`config.mk`:
```
export PLATFORM = sky130hd
export DESIGN_NAME = pps_poll_status
export DESIGN_NICKNAME = d
export VERILOG_FILES = /design/src/common/pps_pkg.sv /design/src/hw/pps_poll_status.sv
export VERILOG_INCLUDE_DIRS = /design/src /design/src/common
export SDC_FILE = /design/constraint.sdc
export NUM_CORES = 1
export LEC_CHECK = 0
export ABC_AREA = 1
export ABC_CLOCK_PERIOD_IN_PS = 2180
export BUFFER_PORTS_ARGS = -buffer_cell sky130_fd_sc_hd__buf_2
export CAP_MARGIN = 20
export CORE_MARGIN = 5
export CORE_UTILIZATION = 40
export CTS_CLUSTER_DIAMETER = 40
export DETAILED_ROUTE_END_ITERATION = 8
export PLACE_DENSITY_LB_ADDON = 0.12
export SKIP_CTS_REPAIR_TIMING = 1
export SYNTH_ARGS = -nofsm -noshare
export SYNTH_HDL_FRONTEND = slang
export SYNTH_SLANG_ARGS = --single-unit
```
`constraint.sdc`:
```
create_clock -name pclk -period 2.18 [get_ports pclk]
set_input_delay 0.436 -clock pclk [delete_from_list [all_inputs] [get_ports pclk]]
set_output_delay 0.436 -clock pclk [all_outputs]
set_load 0.01 [all_outputs]
```
`src/common/pps_defs.svh`:
```
// register map, field positions and reset values of the port-0 phy poll status block
// Functional notes
// - Receive data valid sets the receive-activity flag at bit 10; writing one to it clears it.
// - Transmit enable sets the transmit-activity flag at bit 9; writing one to it clears it.
// - Bit 8 reads one when the polled phy can stop its transmit clock, else zero.
// - Bit 7 reads one when phy and partner support energy saving at the current speed.
// - Bit 6 reads one while the phy answers management polling, zero when it is silent.
// - Bit 5 shows the polled link state, one for up and zero for down.
// - Bits 4:3 show the polled speed: 00 10M, 01 100M, 10 1G or more, 11 reserved.
// - Bit 2 shows the polled duplex mode, one for full and zero for half.
// - Bit 1 reads one when polling shows the partner sends pause frames.
// - Bit 0 reads one when polling shows the partner honours pause frames.
// - The hardware status fields in bits 8:0 come only from polling results, never from software writes.
// - With autopolling disabled the link parameters come from the override register.
// - Polling addresses the phy with the 5-bit address held in override bits 4:0.
`ifndef PPS_DEFS_SVH
`define PPS_DEFS_SVH

// register indices; byte address is four times the index
`define PPS_IDX_CFG      8'h10
`define PPS_IDX_OVR      8'h15
`define PPS_IDX_STAT     8'h16
`define PPS_IDX_IRQ_STAT 8'h18
`define PPS_IDX_IRQ_EN   8'h19
`define PPS_IDX_IRQ_CLR  8'h1A
`define PPS_IDX_LINK     8'h1B

`define PPS_RST_OVR      16'h1800
`define PPS_RST_CFG      1'h1
`define PPS_RST_IRQ_EN   4'h0

// status register fields
`define PPS_STAT_RX      10
`define PPS_STAT_TX      9

// override register fields
`define PPS_OVR_AUTO_SEL 15
`define PPS_OVR_LINK_HI  14
`define PPS_OVR_SPD_HI   12
`define PPS_OVR_DUP_HI   10
`define PPS_OVR_FCTX_HI  8
`define PPS_OVR_FCRX_HI  6
`define PPS_OVR_ADDR_HI  4

// event bits of the interrupt registers
`define PPS_EV_RX        0
`define PPS_EV_TX        1
`define PPS_EV_LINK      2
`define PPS_EV_RESP      3

`endif

```
`src/common/pps_pkg.sv`:
```
// types shared by the phy poll status block
package pps_pkg;

	// one result of a successful poll of the attached phy
	typedef struct packed {
		logic       clk_halt;
		logic       energy_saving;
		logic       link_up;
		logic [1:0] speed;
		logic       full_duplex;
		logic       sends_pause;
		logic       honours_pause;
	} pps_poll_res_t;

	// resolved link parameters handed to the mac
	typedef struct packed {
		logic       link_up;
		logic [1:0] speed;
		logic       full_duplex;
		logic       fc_rx;
		logic       fc_tx;
	} pps_link_t;

	typedef enum logic [1:0] {
		PPS_BUS_IDLE = 2'b01,
		PPS_BUS_RESP = 2'b10
	} pps_bus_st_t;

endpackage

```
`src/hw/pps_poll_status.sv`:
```
// port-0 phy poll status register with override, interrupts and apb slave
`timescale 1ns/100ps
`include "pps_defs.svh"

module pps_poll_status
	import pps_pkg::*;
(
	input  wire logic          pclk,
	input  wire logic          presetn,
	input  wire logic          pce,
	input  wire logic          psel,
	input  wire logic          penable,
	input  wire logic          pwrite,
	input  wire logic [11:0]   paddr,
	input  wire logic [31:0]   pwdata,
	output logic      [31:0]   prdata,
	output logic               pready,
	output logic               pslverr,
	input  wire logic          poll_upd,
	input  wire logic          poll_noresp,
	input  wire pps_poll_res_t poll_res,
	input  wire pps_link_t     gphy_link,
	input  wire logic          mii_rxdv,
	input  wire logic          mii_txen,
	output pps_link_t          link_out,
	output logic      [4:0]    phy_addr,
	output logic               autopoll_en,
	output logic               irq
);

	// resolve a two-bit force code: 01 forces one, 11 forces zero, else the automatic value
	function automatic logic pick_flag(input logic [1:0] code, input logic auto_val);
		logic r;
		r = auto_val;
		if (code == 2'b01) begin
			r = 1'b1;
		end else if (code == 2'b11) begin
			r = 1'b0;
		end
		return r;
	endfunction

	// link control uses 01 up, 10 down
	function automatic logic pick_link(input logic [1:0] code, input logic auto_val);
		logic r;
		r = auto_val;
		if (code == 2'b01) begin
			r = 1'b1;
		end else if (code == 2'b10) begin
			r = 1'b0;
		end
		return r;
	endfunction

	function automatic logic reg_hit(input logic [11:0] a, input logic [7:0] idx);
		return a == {2'h0, idx, 2'h0};
	endfunction

	// apb slave state
	pps_bus_st_t bus_st_q;
	logic        pready_q;
	logic        pslverr_q;
	logic [31:0] prdata_q;

	// mii activity synchronisers
	logic rxdv_m_q;
	logic rxdv_s_q;
	logic txen_m_q;
	logic txen_s_q;

	// status fields
	logic       rx_traffic_seen_q;
	logic       tx_traffic_seen_q;
	logic       tx_clock_halt_supported_q;
	logic       energy_saving_supported_q;
	logic       phy_responding_q;
	logic       link_up_state_q;
	logic [1:0] speed_q;
	logic       full_duplex_state_q;
	logic       partner_sends_pause_q;
	logic       partner_honours_pause_q;

	// software registers
	logic [15:0] port0_link_override_reg_q;
	logic        poll_config_reg_q;
	logic [3:0]  irq_stat_q;
	logic [3:0]  irq_en_q;
	logic        irq_q;
	pps_link_t   link_q;

	// bus decode
	wire bus_req  = psel & penable & (bus_st_q == PPS_BUS_IDLE);
	wire bus_done = psel & penable & (bus_st_q == PPS_BUS_RESP);
	wire wr_done  = bus_done & pwrite;
	wire hit_cfg  = reg_hit(paddr, `PPS_IDX_CFG);
	wire hit_ovr  = reg_hit(paddr, `PPS_IDX_OVR);
	wire hit_stat = reg_hit(paddr, `PPS_IDX_STAT);
	wire hit_ist  = reg_hit(paddr, `PPS_IDX_IRQ_STAT);
	wire hit_ien  = reg_hit(paddr, `PPS_IDX_IRQ_EN);
	wire hit_iclr = reg_hit(paddr, `PPS_IDX_IRQ_CLR);
	wire hit_link = reg_hit(paddr, `PPS_IDX_LINK);
	wire hit_any  = hit_cfg | hit_ovr | hit_stat | hit_ist | hit_ien | hit_iclr | hit_link;

	wire wr_cfg  = wr_done & hit_cfg;
	wire wr_ovr  = wr_done & hit_ovr;
	wire wr_stat = wr_done & hit_stat;
	wire wr_ien  = wr_done & hit_ien;
	wire wr_iclr = wr_done & hit_iclr;

	// write-one-to-clear of the activity flags; a set in the same cycle wins
	wire rx_clr = wr_stat & pwdata[`PPS_STAT_RX];
	wire tx_clr = wr_stat & pwdata[`PPS_STAT_TX];
	wire rx_set = rxdv_s_q;
	wire tx_set = txen_s_q;

	// status word; bits 15:11 are not stored and read zero
	wire [15:0] stat_word = {
		5'h00,
		rx_traffic_seen_q,
		tx_traffic_seen_q,
		tx_clock_halt_supported_q,
		energy_saving_supported_q,
		phy_responding_q,
		link_up_state_q,
		speed_q,
		full_duplex_state_q,
		partner_sends_pause_q,
		partner_honours_pause_q
	};

	// override fields
	wire       ovr_auto_sel = port0_link_override_reg_q[`PPS_OVR_AUTO_SEL];
	wire [1:0] ovr_link     = port0_link_override_reg_q[`PPS_OVR_LINK_HI -: 2];
	wire [1:0] ovr_speed    = port0_link_override_reg_q[`PPS_OVR_SPD_HI -: 2];
	wire [1:0] ovr_duplex   = port0_link_override_reg_q[`PPS_OVR_DUP_HI -: 2];
	wire [1:0] ovr_fc_tx    = port0_link_override_reg_q[`PPS_OVR_FCTX_HI -: 2];
	wire [1:0] ovr_fc_rx    = port0_link_override_reg_q[`PPS_OVR_FCRX_HI -: 2];

	// link parameters as the polling engine last saw them
	pps_link_t polled_link;
	assign polled_link.link_up     = link_up_state_q;
	assign polled_link.speed       = speed_q;
	assign polled_link.full_duplex = full_duplex_state_q;
	assign polled_link.fc_rx       = partner_sends_pause_q;
	assign polled_link.fc_tx       = partner_honours_pause_q;

	// automatic source in override mode: polling results or the integrated phy outputs
	wire pps_link_t auto_link = ovr_auto_sel ? gphy_link : polled_link;

	pps_link_t forced_link;
	assign forced_link.link_up     = pick_link(ovr_link, auto_link.link_up);
	assign forced_link.speed       = (ovr_speed == 2'b11) ? auto_link.speed : ovr_speed;
	assign forced_link.full_duplex = pick_flag(ovr_duplex, auto_link.full_duplex);
	assign forced_link.fc_rx       = pick_flag(ovr_fc_rx, auto_link.fc_rx);
	assign forced_link.fc_tx       = pick_flag(ovr_fc_tx, auto_link.fc_tx);

	wire pps_link_t link_d = poll_config_reg_q ? polled_link : forced_link;

	// interrupt events
	wire resp_edge = (poll_upd & ~phy_responding_q) | (~poll_upd & poll_noresp & phy_responding_q);
	wire link_edge = (poll_upd & (poll_res.link_up != link_up_state_q))
		| (~poll_upd & poll_noresp & link_up_state_q);

	wire [3:0] ev;
	assign ev[`PPS_EV_RX]   = rx_set;
	assign ev[`PPS_EV_TX]   = tx_set;
	assign ev[`PPS_EV_LINK] = link_edge;
	assign ev[`PPS_EV_RESP] = resp_edge;

	wire [3:0] iclr_bits  = wr_iclr ? pwdata[3:0] : 4'h0;
	wire [3:0] irq_stat_d = (irq_stat_q & ~iclr_bits) | ev;
	wire       irq_d      = |(irq_stat_d & irq_en_q);

	// read mux
	wire [31:0] rdata =
		hit_cfg  ? {31'h0, poll_config_reg_q} :
		hit_ovr  ? {16'h0, port0_link_override_reg_q} :
		hit_stat ? {16'h0, stat_word} :
		hit_ist  ? {28'h0, irq_stat_q} :
		hit_ien  ? {28'h0, irq_en_q} :
		hit_link ? {26'h0, link_q} :
		32'h0;

	// apb: one wait state, answer registered so outputs come from flops
	always_ff @(posedge pclk or negedge presetn) begin
		if (!presetn) begin
			bus_st_q  <= PPS_BUS_IDLE;
			pready_q  <= 1'b0;
			pslverr_q <= 1'b0;
			prdata_q  <= 32'h0;
		end else if (pce) begin
			unique case (bus_st_q)
				PPS_BUS_IDLE: begin
					if (bus_req) begin
						bus_st_q  <= PPS_BUS_RESP;
						pready_q  <= 1'b1;
						pslverr_q <= ~hit_any;
						prdata_q  <= pwrite ? 32'h0 : rdata;
					end
				end
				PPS_BUS_RESP: begin
					bus_st_q  <= PPS_BUS_IDLE;
					pready_q  <= 1'b0;
					pslverr_q <= 1'b0;
				end
				default: begin
					bus_st_q <= PPS_BUS_IDLE;
					pready_q <= 1'b0;
				end
			endcase
		end
	end

	// mii enables come from the line clock; two flops before use
	always_ff @(posedge pclk or negedge presetn) begin
		if (!presetn) begin
			rxdv_m_q <= 1'b0;
			rxdv_s_q <= 1'b0;
			txen_m_q <= 1'b0;
			txen_s_q <= 1'b0;
		end else if (pce) begin
			rxdv_m_q <= mii_rxdv;
			rxdv_s_q <= rxdv_m_q;
			txen_m_q <= mii_txen;
			txen_s_q <= txen_m_q;
		end
	end

	// sticky activity flags
	always_ff @(posedge pclk or negedge presetn) begin
		if (!presetn) begin
			rx_traffic_seen_q <= 1'b0;
			tx_traffic_seen_q <= 1'b0;
		end else if (pce) begin
			rx_traffic_seen_q <= rx_set | (rx_traffic_seen_q & ~rx_clr);
			tx_traffic_seen_q <= tx_set | (tx_traffic_seen_q & ~tx_clr);
		end
	end

	// polled fields: loaded only from the polling engine, software writes never reach them
	always_ff @(posedge pclk or negedge presetn) begin
		if (!presetn) begin
			tx_clock_halt_supported_q <= 1'b0;
			energy_saving_supported_q <= 1'b0;
			link_up_state_q           <= 1'b0;
			speed_q                   <= 2'h0;
			full_duplex_state_q       <= 1'b0;
			partner_sends_pause_q     <= 1'b0;
			partner_honours_pause_q   <= 1'b0;
		end else if (pce && poll_upd) begin
			tx_clock_halt_supported_q <= poll_res.clk_halt;
			energy_saving_supported_q <= poll_res.energy_saving;
			link_up_state_q           <= poll_res.link_up;
			speed_q                   <= poll_res.speed;
			full_duplex_state_q       <= poll_res.full_duplex;
			partner_sends_pause_q     <= poll_res.sends_pause;
			partner_honours_pause_q   <= poll_res.honours_pause;
		end else if (pce && poll_noresp) begin
			// a silent phy cannot hold a link
			link_up_state_q <= 1'b0;
		end
	end

	// responding flag follows every poll outcome
	always_ff @(posedge pclk or negedge presetn) begin
		if (!presetn) begin
			phy_responding_q <= 1'b0;
		end else if (pce) begin
			if (poll_upd) begin
				phy_responding_q <= 1'b1;
			end else if (poll_noresp) begin
				phy_responding_q <= 1'b0;
			end
		end
	end

	// configuration and override registers
	always_ff @(posedge pclk or negedge presetn) begin
		if (!presetn) begin
			poll_config_reg_q         <= `PPS_RST_CFG;
			port0_link_override_reg_q <= `PPS_RST_OVR;
			irq_en_q                  <= `PPS_RST_IRQ_EN;
		end else if (pce) begin
			if (wr_cfg) begin
				poll_config_reg_q <= pwdata[0];
			end
			if (wr_ovr) begin
				port0_link_override_reg_q <= pwdata[15:0];
			end
			if (wr_ien) begin
				irq_en_q <= pwdata[3:0];
			end
		end
	end

	// interrupt state and resolved link
	always_ff @(posedge pclk or negedge presetn) begin
		if (!presetn) begin
			irq_stat_q <= 4'h0;
			irq_q      <= 1'b0;
			link_q     <= '0;
		end else if (pce) begin
			irq_stat_q <= irq_stat_d;
			irq_q      <= irq_d;
			link_q     <= link_d;
		end
	end

	assign prdata      = prdata_q;
	assign pready      = pready_q;
	assign pslverr     = pslverr_q;
	assign link_out    = link_q;
	// the address field is a flop of the override register
	assign phy_addr    = port0_link_override_reg_q[`PPS_OVR_ADDR_HI:0];
	assign autopoll_en = poll_config_reg_q;
	assign irq         = irq_q;

endmodule

```
== Yosys cells after proc, flatten, opt, wreduce, memory -nomap -nowiden ==
Cells that the tools add are included.
Storage, ports and cells
  logic and storage cells: 127
  flip-flop bits (word level): 83
Cells by class
  reductions and logical operators: 13
  bitwise operators: 37
  multiplexer cells: 29
  equality and inequality tests: 20
Operators with widths (number)
  == test 12 x 7 -> 1 bit, second input constant: 7
  two-way mux 16 bit: 3
  two-way mux 6 bit: 5
  bitwise AND 1 bit: 18
  two-way mux 1 bit: 15
  == test 2 bit, second input constant: 6
  two-way mux 11 bit: 1
  == test 2 x 1 -> 1 bit, second input constant: 5
  OR 1 bit: 10
  AND reduction 2 bit: 5
  bitwise AND 4 bit: 2
  two-way mux 2 bit: 3
  AND reduction 3 bit: 2
  nonzero test 2 bit: 3
  NOT 1 bit: 5
  two-way mux 4 bit: 1
  NOT 4 bit: 1
  OR 4 bit: 1
  OR reduction 4 bit: 1
  logical AND 1 bit: 2
  inequality test 2 bit, second input constant: 1
  case mux 1 bit (2 select lines): 1
  inequality test 1 bit: 1

== Depth between registers and ports, before layout ==
Gate-level depths: netlist of run 1.
  depth in word-level cells: 10
  gate-level depth with buffers: 12
  gate-level depth less buffers: 12

== Least setup slack after synthesis of run 1 ==
Ideal clock, no wire load.
  kind: input to register
  from: input paddr[11]
  to: register port0_link_override_reg_q[13]
  path buffers: 1
  stages on the path: 8
  slack: 0.517 ns
  arrival: 1.538 ns
  required time: 2.055 ns
  library setup time: 0.125 ns
  cell sequence: nor2_1 > nand2_2 > nor2_4 > nand3_4 > inv_2 > nand2_2 > buf_6 > mux2_4
On the way
  longest elaborated chain between the ends: 3
Ends and longest elaborated chain
  from (decl): RTL line pps_poll_status.sv:14  | input wire logic [11:0] paddr,
  == test 12 x 7 -> 1 bit: RTL line pps_poll_status.sv:56  | return a == {2'h0, idx, 2'h0};
  bitwise AND 1 bit: RTL line pps_poll_status.sv:105  | wire wr_ovr = wr_done & hit_ovr;
  AND reduction 2 bit (no line)
  to (signal assigned): RTL line pps_poll_status.sv:281  | port0_link_override_reg_q <= `PPS_RST_OVR;
  to (signal assigned): RTL line pps_poll_status.sv:288  | port0_link_override_reg_q <= pwdata[15:0];
  to (decl): RTL line pps_poll_status.sv:84  | logic [15:0] port0_link_override_reg_q;
Every way passes these cells.
A chain may end at the register's enable or synchronous reset.

== Worst setup path after layout of run 1 ==
  from: register bus_st_q[0]
  to: register prdata_q[7], in the netlist prdata[7]
On the way
  longest elaborated chain between the ends: 3
Ends and longest elaborated chain
  from (decl): RTL line pps_poll_status.sv:60  | pps_bus_st_t bus_st_q;
  from (signal assigned): RTL line pps_poll_status.sv:187  | bus_st_q <= PPS_BUS_IDLE;
  from (signal assigned): RTL line pps_poll_status.sv:195  | bus_st_q <= PPS_BUS_RESP;
  from (signal assigned): RTL line pps_poll_status.sv:202  | bus_st_q <= PPS_BUS_IDLE;
  == test 2 x 1 -> 1 bit *: RTL line pps_poll_status.sv:92, pps_poll_status.sv:192
  bitwise AND 1 bit: RTL line pps_poll_status.sv:92  | wire bus_req = psel & penable & (bus_st_q == PPS_BUS_IDLE);
  AND reduction 3 bit (no line) *
  to (signal assigned): RTL line pps_poll_status.sv:198  | prdata_q <= pwrite ? 32'h0 : rdata;
  to (decl): RTL line pps_poll_status.sv:63  | logic [31:0] prdata_q;
Mark *: on every way between the ends. The rest lies on a longest branch, timed or not.

==> impl_metrics.ini, run 1 <==
[detailed_routing]
drc = 0
routed_wl_um = 9200
drt-pass1-iter-count = 4
ant_nets = 0
post_drt_wl_per_cell_um = 15.5
dr.first_iter.drc_count = 123
vias_per_cell = 4.92
num_vias = 2918

[floorplanning]
die_width_um = 102
design.die.area_mm2 = 0.0105
num_io_pins = 115
die-height_um = 102
start_util = 0.413
core_mm2 = 0.00826
rows = 33

[grt]
first_global_vias = 2804
grt_overflow_total = 0
grt_pass1_wl_um = 14200
grt_start_max_net_pins = 67
antenna_found_initial = 0
grt_usage = 0.178

[outcome]
outcome = complete, no violations

[cells_and_area]
post-route-util = 0.500
final_cell_mix = nand2_1 (87), buf_2 (82), dfrtp_1 (62)
multi_input_area_mm2 = 0.00146
fin_nets = 551
drive_above_1_share = 0.295
nFillCells = 849
syn_to_final_growth_pct = 20.9
antenna_cells = 0
final_common_cell = nand2_1
regArea_mm2 = 0.00166

[sta]
fin_crit_ps = 1960
setup_viol = 0
finalCritPeriodShare = 0.897
fmax_ghz = 0.511
tns_ps = 0
clock_skew_ps = 11.6
slew_viol_final = 0
hold_violations = 0
rsz0062_at_grt = no

[worst_setup_path]
start_kind = flop
crit_buf_inv = 1
cp-end-kind = flop
worstPathCellList = inv_1 -> nor3_1 -> nand3_1 -> nor2_1 -> nand2_1 -> nor2_4 -> nand2_1 -> o21ai_0
r2r_start = bus_st_q[0]
max_stage_delay_ps = 530
cp_top_family = simple AND/OR/NAND/NOR gates
path_depth = 8
path_class = flop to flop
rr_worst_depth = 8
crit_slowest_cell = dfstp_2
crit_fanout = 6
r2r-end = prdata[7]
cp.arrival_ps = 2220
cp_common_cell = nand2_1
r2r_setup_slack_ps = 220
crit_required_ps = 2450

[run]
drv_cap = 0

[synthesis]
synth-seq-cells = 66
ys_seq_area_frac = 0.486
syn_area_mm2 = 0.00341
synth.avg_cell_area_um2 = 8.64
ys_types = 36
netlist_top_cells_area = dfrtp_1 (45%), nand2_1 (9.6%), o21ai_0 (5.1%)
synthDominantAreaCellType = dfrtp_1
ys_warn_count = 0
postSynthCellCount = 395
yosys.area.top_type_share = 0.455

[placement]
dp_hpwl_um = 7050
port_buffers = 82
gp_congestion = 0.894

[clock_tree]
cts.clk_slew.worst_paths_ps = 80
clk_latency_ps = 350
numCtsBuffers = 9
clock_path_buffers = 2
cts_tree = yes
htreeDepth = 3
clkSinkCount = 66
root_buffer = clkbuf_8

[pwr]
power_frac_seq = 0.483
max-vdd-ir-drop_v = 0.000271
p_sw_frac = 0.259
p_switching_w = 0.000710
comb_power_share = 0.102
clockPowerShare = 0.415
power_density_mw_per_mm2 = 664
leakage_nw = 2.19
internal-power_w = 0.00203

[hold_path]
hold_class = input pin to asynchronous set/reset pin
layer usage:
layer | global-route usage | vias to the layer above | wire length (um)
met3 | 0.0294 | 10 | 630
met4 | 0.0686 | 0 | 144
met2 | 0.278 | 85 | 4230
met5 | 0 | - | 0
met1 | 0.249 | 1369 | 4200
li1 | - | 1454 | -
power by group through the flow:
stage                     Sequential [W]  Combinational, W  Clock (W)
after global placement           0.00135          0.000276          0
after detailed placement         0.00135          0.000281          0
after CTS                        0.00132          0.000282    0.00116
after global routing             0.00133          0.000319    0.00120
final                            0.00132          0.000279    0.00114
after floorplan                  0.00134          0.000153          0
cell type report:
class                           instances  share of cell area
Clock buffer                           10              0.0309
Multi-Input combinational cell        273               0.355
Clock inverter                          6              0.0221
Inverter                               40              0.0364
Tap cell                              105              0.0318
Timing Repair Buffer                   93               0.123
Sequential cell                        66               0.402
flip-flops by register name (all words and copies together), names as in the netlist:
name,cells
partner_honours_pause_q,1
tx_set,1
link_up_state_q,1
full_duplex_state_q,1
speed_q,2
phy_responding_q,1
rx_set,1
irq,1
rx_traffic_seen_q,1
partner_sends_pause_q,1
link_out,6
autopoll_en,1
prdata,16
irq_en_q,4
tx_traffic_seen_q,1
irq_stat_q,4
bus_st_q,2
energy_saving_supported_q,1
txen_m_q,1
rxdv_m_q,1
port0_link_override_reg_q,16
pslverr,1
tx_clock_halt_supported_q,1
worst reg2reg max path, delay by kind of cell, from the launching register on:
kind	cells	cell delay, ps
and+or+nand+nor	6	1130
DFF	1	530
AOI/OAI and AO/OA	1	180
buffers and inverters	1	50
worst max path at each step:
stage,start,endpoint,slack (ps)
after CTS,bus_st_q[0],prdata[7],170
final,bus_st_q[0],prdata[7],220
after detailed placement,bus_st_q[0],prdata[7],180
after global routing,bus_st_q[0],prdata[7],30
after floorplan,paddr[11],port0_link_override_reg_q[13],520
after global placement,paddr[11],port0_link_override_reg_q[9],230
synthesized netlist by cell type:
cell and count:
a21oi_1 13, a22o_1 7, a22oi_1 5, a31oi_1 2, buf_1 1, buf_2 2
buf_4 22, buf_6 1, clkbuf_1 5, conb_1 1, dfrtp_1 62, dfstp_2 4
inv_1 33, inv_2 7, mux2_2 3, mux2_4 8, mux2i_1 2, nand2_1 87
nand2_2 4, nand3_1 25, nand3_4 1, nand3b_1 3, nand4_1 7, nor2_1 27
nor2_2 6, nor2_4 2, nor3_1 4, nor3_4 1, o211ai_1 4, o21a_1 1
o21ai_0 35, o21bai_1 1, o221ai_1 1, o22ai_1 5, o31ai_1 2, xor2_1 1
per-stage QoR:
step,worst slack (ps),power (W),hold WS (ps),cell area (um^2),instances
floorplan,517,0.00149,140,3470,410
global placement,235,0.00162,457,3900,577
detailed placement,184,0.00163,459,3900,577
CTS,172,0.00277,109,4120,593
global route,33.9,0.00285,128,4130,593
finish,225,0.00274,95.0,4130,593
kinds of logic (layout without fill, tap and decap cells):
logic type      count (synthesis)  after routing  synth area share
buf+inv                        71            149             0.105
mux                            13             13            0.0510
flops                          66             66             0.486
xor+xnor                        1              1           0.00257
other cells                     1             16           0.00110
simple gates                  167            167             0.222
compound gates                 76             76             0.132
No activity file was read; power rests on OpenSTA's default activity.
==> inputs of run 2 (changes only) <==
--- a/config.mk
+++ b/config.mk
@@ -6,7 +6,6 @@
 export SDC_FILE = /design/constraint.sdc
 export NUM_CORES = 1
 export LEC_CHECK = 0
-export ABC_AREA = 1
 export ABC_CLOCK_PERIOD_IN_PS = 2180
 export BUFFER_PORTS_ARGS = -buffer_cell sky130_fd_sc_hd__buf_2
 export CAP_MARGIN = 20
==> run 2 against run 1 <==
- non-clock buffer count increased by 13
- synthesized cell count decreased by 16%
- critical path depth decreased by 1
- clock-buffer cell count increased by 3
- sequential cell count unchanged
- worst setup slack got worse by 53 ps
- worst hold slack improved by 1.8 ps
- clock power decreased by 21%
- global-route usage decreased by 0.23 points
- die area increased by 1.4%
- sequential share of layout area decreased by 0.79 points
- clock skew decreased by 1.6 ps
- largest cell class unchanged
- highest routed layer unchanged
==> impl_metrics.ini, run 2 <==
[cells_and_area]
design_area_mm2 = 0.00421
post-route-util = 0.490
drive_above_1_share = 0.381
final_cell_mix = buf_2 (82), dfrtp_1 (62), nand2_1 (29)
antenna_cells = 0
final_common_cell = buf_2
nFillCells = 834
fin_nets = 494
syn_to_final_growth_pct = 21.5

[synthesis]
synth_common_cells = dfrtp_1 (62), nand2_1 (29), mux2_2 (27)
yosys.area.top_type_share = 0.448
synth_top_family_by_area = compound AO/OA/AOI/OAI gates
ys_types = 52
synth.most_common_cell = dfrtp_1
synth_edf_count = 0
synthDominantAreaCellType = dfrtp_1
ys_seq_area_frac = 0.478
synth_xor_area_frac = 0.00253
ys_warn_count = 0
synthSimpleGateAreaFrac = 0.148
synth-compound-area-share = 0.170
synth_top_flop_cell = dfrtp_1
postSynthCellCount = 331
syn_area_mm2 = 0.00346
synth-seq-cells = 66
synth.area.mux_share = 0.117
synth.avg_cell_area_um2 = 10.5
async_flop_share = 1.00
synthAdderAreaFrac = 0
netlist_top_cells_area = dfrtp_1 (45%), mux2_2 (8.8%), buf_4 (4.8%)

[pwr]
clockPowerShare = 0.361
p_switching_w = 0.000664
max-vdd-ir-drop_v = 0.000305
comb_power_share = 0.110
power_frac_seq = 0.529
power_density_mw_per_mm2 = 595
p_sw_frac = 0.265
internal-power_w = 0.00184
leakage_nw = 2.05

[clock_tree]
numCtsBuffers = 9
root_buffer = clkbuf_8
htreeDepth = 3
clk_latency_ps = 340
cts_tree = yes
cts.clk_slew.worst_paths_ps = 80
clkSinkCount = 66
clock_path_buffers = 2

[worst_setup_path]
cp_common_cell = buf_4
worstPathCellList = buf_2 -> or4_4 -> or2_1 -> buf_4 -> a2111oi_0 -> buf_4 -> a21o_1
crit_slowest_cell = or4_4
path_class = input pin to flop
start_kind = input pin
crit_fanout = 4
r2r-end = prdata[0]
crit_required_ps = 2470
cp.arrival_ps = 2300
r2r_start = bus_st_q[0]
r2r_setup_slack_ps = 250
max_stage_delay_ps = 540
rr_worst_depth = 5
cp-end-kind = flop

[grt]
grt_usage = 0.176
first_global_vias = 2733
grt_pass1_wl_um = 14100
antenna_found_initial = 0
grt_start_max_net_pins = 67
grt_overflow_total = 0

[outcome]
outcome = complete, no violations

[detailed_routing]
post_drt_wl_per_cell_um = 16.9
num_vias = 2832
vias_per_cell = 5.25
drc = 0
drt-pass1-iter-count = 4
ant_nets = 0
routed_wl_um = 9130
dr.first_iter.drc_count = 127

[placement]
dpl_cell_area_mm2 = 0.00404
port_buffers = 82
gp_congestion = 0.860
dp_hpwl_um = 6970

[floorplanning]
die_width_um = 103
core_mm2 = 0.00859
start_util = 0.403
design.die.area_mm2 = 0.0106
rows = 34
die-height_um = 103
num_io_pins = 115

[sta]
rsz0062_at_grt = no
tightestPinTransition_ps = 651
fin_crit_ps = 2010
fmax_ghz = 0.498
setup_viol = 0
hold_violations = 0
tns_ps = 0
slew_headroom = 0.560
clock_skew_ps = 10.0
finalCritPeriodShare = 0.921
slew_viol_final = 0

[hold_path]
hold_class = input pin to asynchronous set/reset pin

[run]
drv_cap = 0
==> run 2: critical path: cells and delay by family <==
| family | cells | cell delay, ps |
|---|---|---|
| AND/OR/NAND/NOR | 2 | 840 |
| AO/OA/AOI/OAI | 2 | 560 |
| buffers and inverters | 3 | 470 |
==> run 2: worst max-delay path by stage <==
| stage | from | slack, ps | end |
|---|---|---|---|
| floorplan | paddr[9] | -80 | port0_link_override_reg_q[0] |
| global placement | paddr[9] | -260 | prdata[0] |
| detailed placement | paddr[9] | -240 | prdata[0] |
| CTS | paddr[9] | 110 | prdata[0] |
| global route | bus_st_q[0] | 3 | prdata[0] |
| finish | paddr[9] | 170 | prdata[0] |
==> run 2: layout make-up <==
cell class | count | area [um^2] | share of cell area
clock buffer | 13 | 149 | 0.0354
clock inverter | 3 | 17.5 | 0.00416
inverter | 13 | 48.8 | 0.0116
multi-input combinational | 230 | 1570 | 0.374
sequential | 66 | 1660 | 0.394
tap | 108 | 135 | 0.0321
timing repair buffer | 106 | 628 | 0.149
==> run 2: cell families after synthesis <==
family / count (synthesis)
AO/OA/AOI/OAI: 85
XOR/XNOR: 1
buffers and inverters: 50
flip-flops: 66
multiplexers: 34
other: 1
AND/OR/NAND/NOR: 94
==> run 2: layer usage <==
metal / vias to the layer above / GRT usage / part of all wire
met1: 1371 / 0.240 / 0.45
met4: 0 / 0.0558 / 0.016
li1: 1355 / - / -
met2: 92 / 0.273 / 0.46
met3: 14 / 0.0467 / 0.070
met5: - / 0 / 0
==> run 2: power by group through the flow <==
stage	Clock [W]	Combinational (W)	Sequential, W
after detailed placement	0	0.000278	0.00135
after CTS	0.000932	0.000278	0.00132
after floorplan	0	0.000157	0.00133
final	0.000904	0.000275	0.00132
after global placement	0	0.000276	0.00135
after global routing	0.000976	0.000310	0.00133
==> run 2: metrics by stage <==
stage	cells	hold WS (ps)	power (W)	setup slack, ps
after detailed placement	523	455	0.00163	-241
after CTS	539	116	0.00253	106
after floorplan	346	140	0.00149	-84.0
after global placement	523	453	0.00162	-265
final	539	96.8	0.00250	172
after global routing	539	125	0.00261	3.18
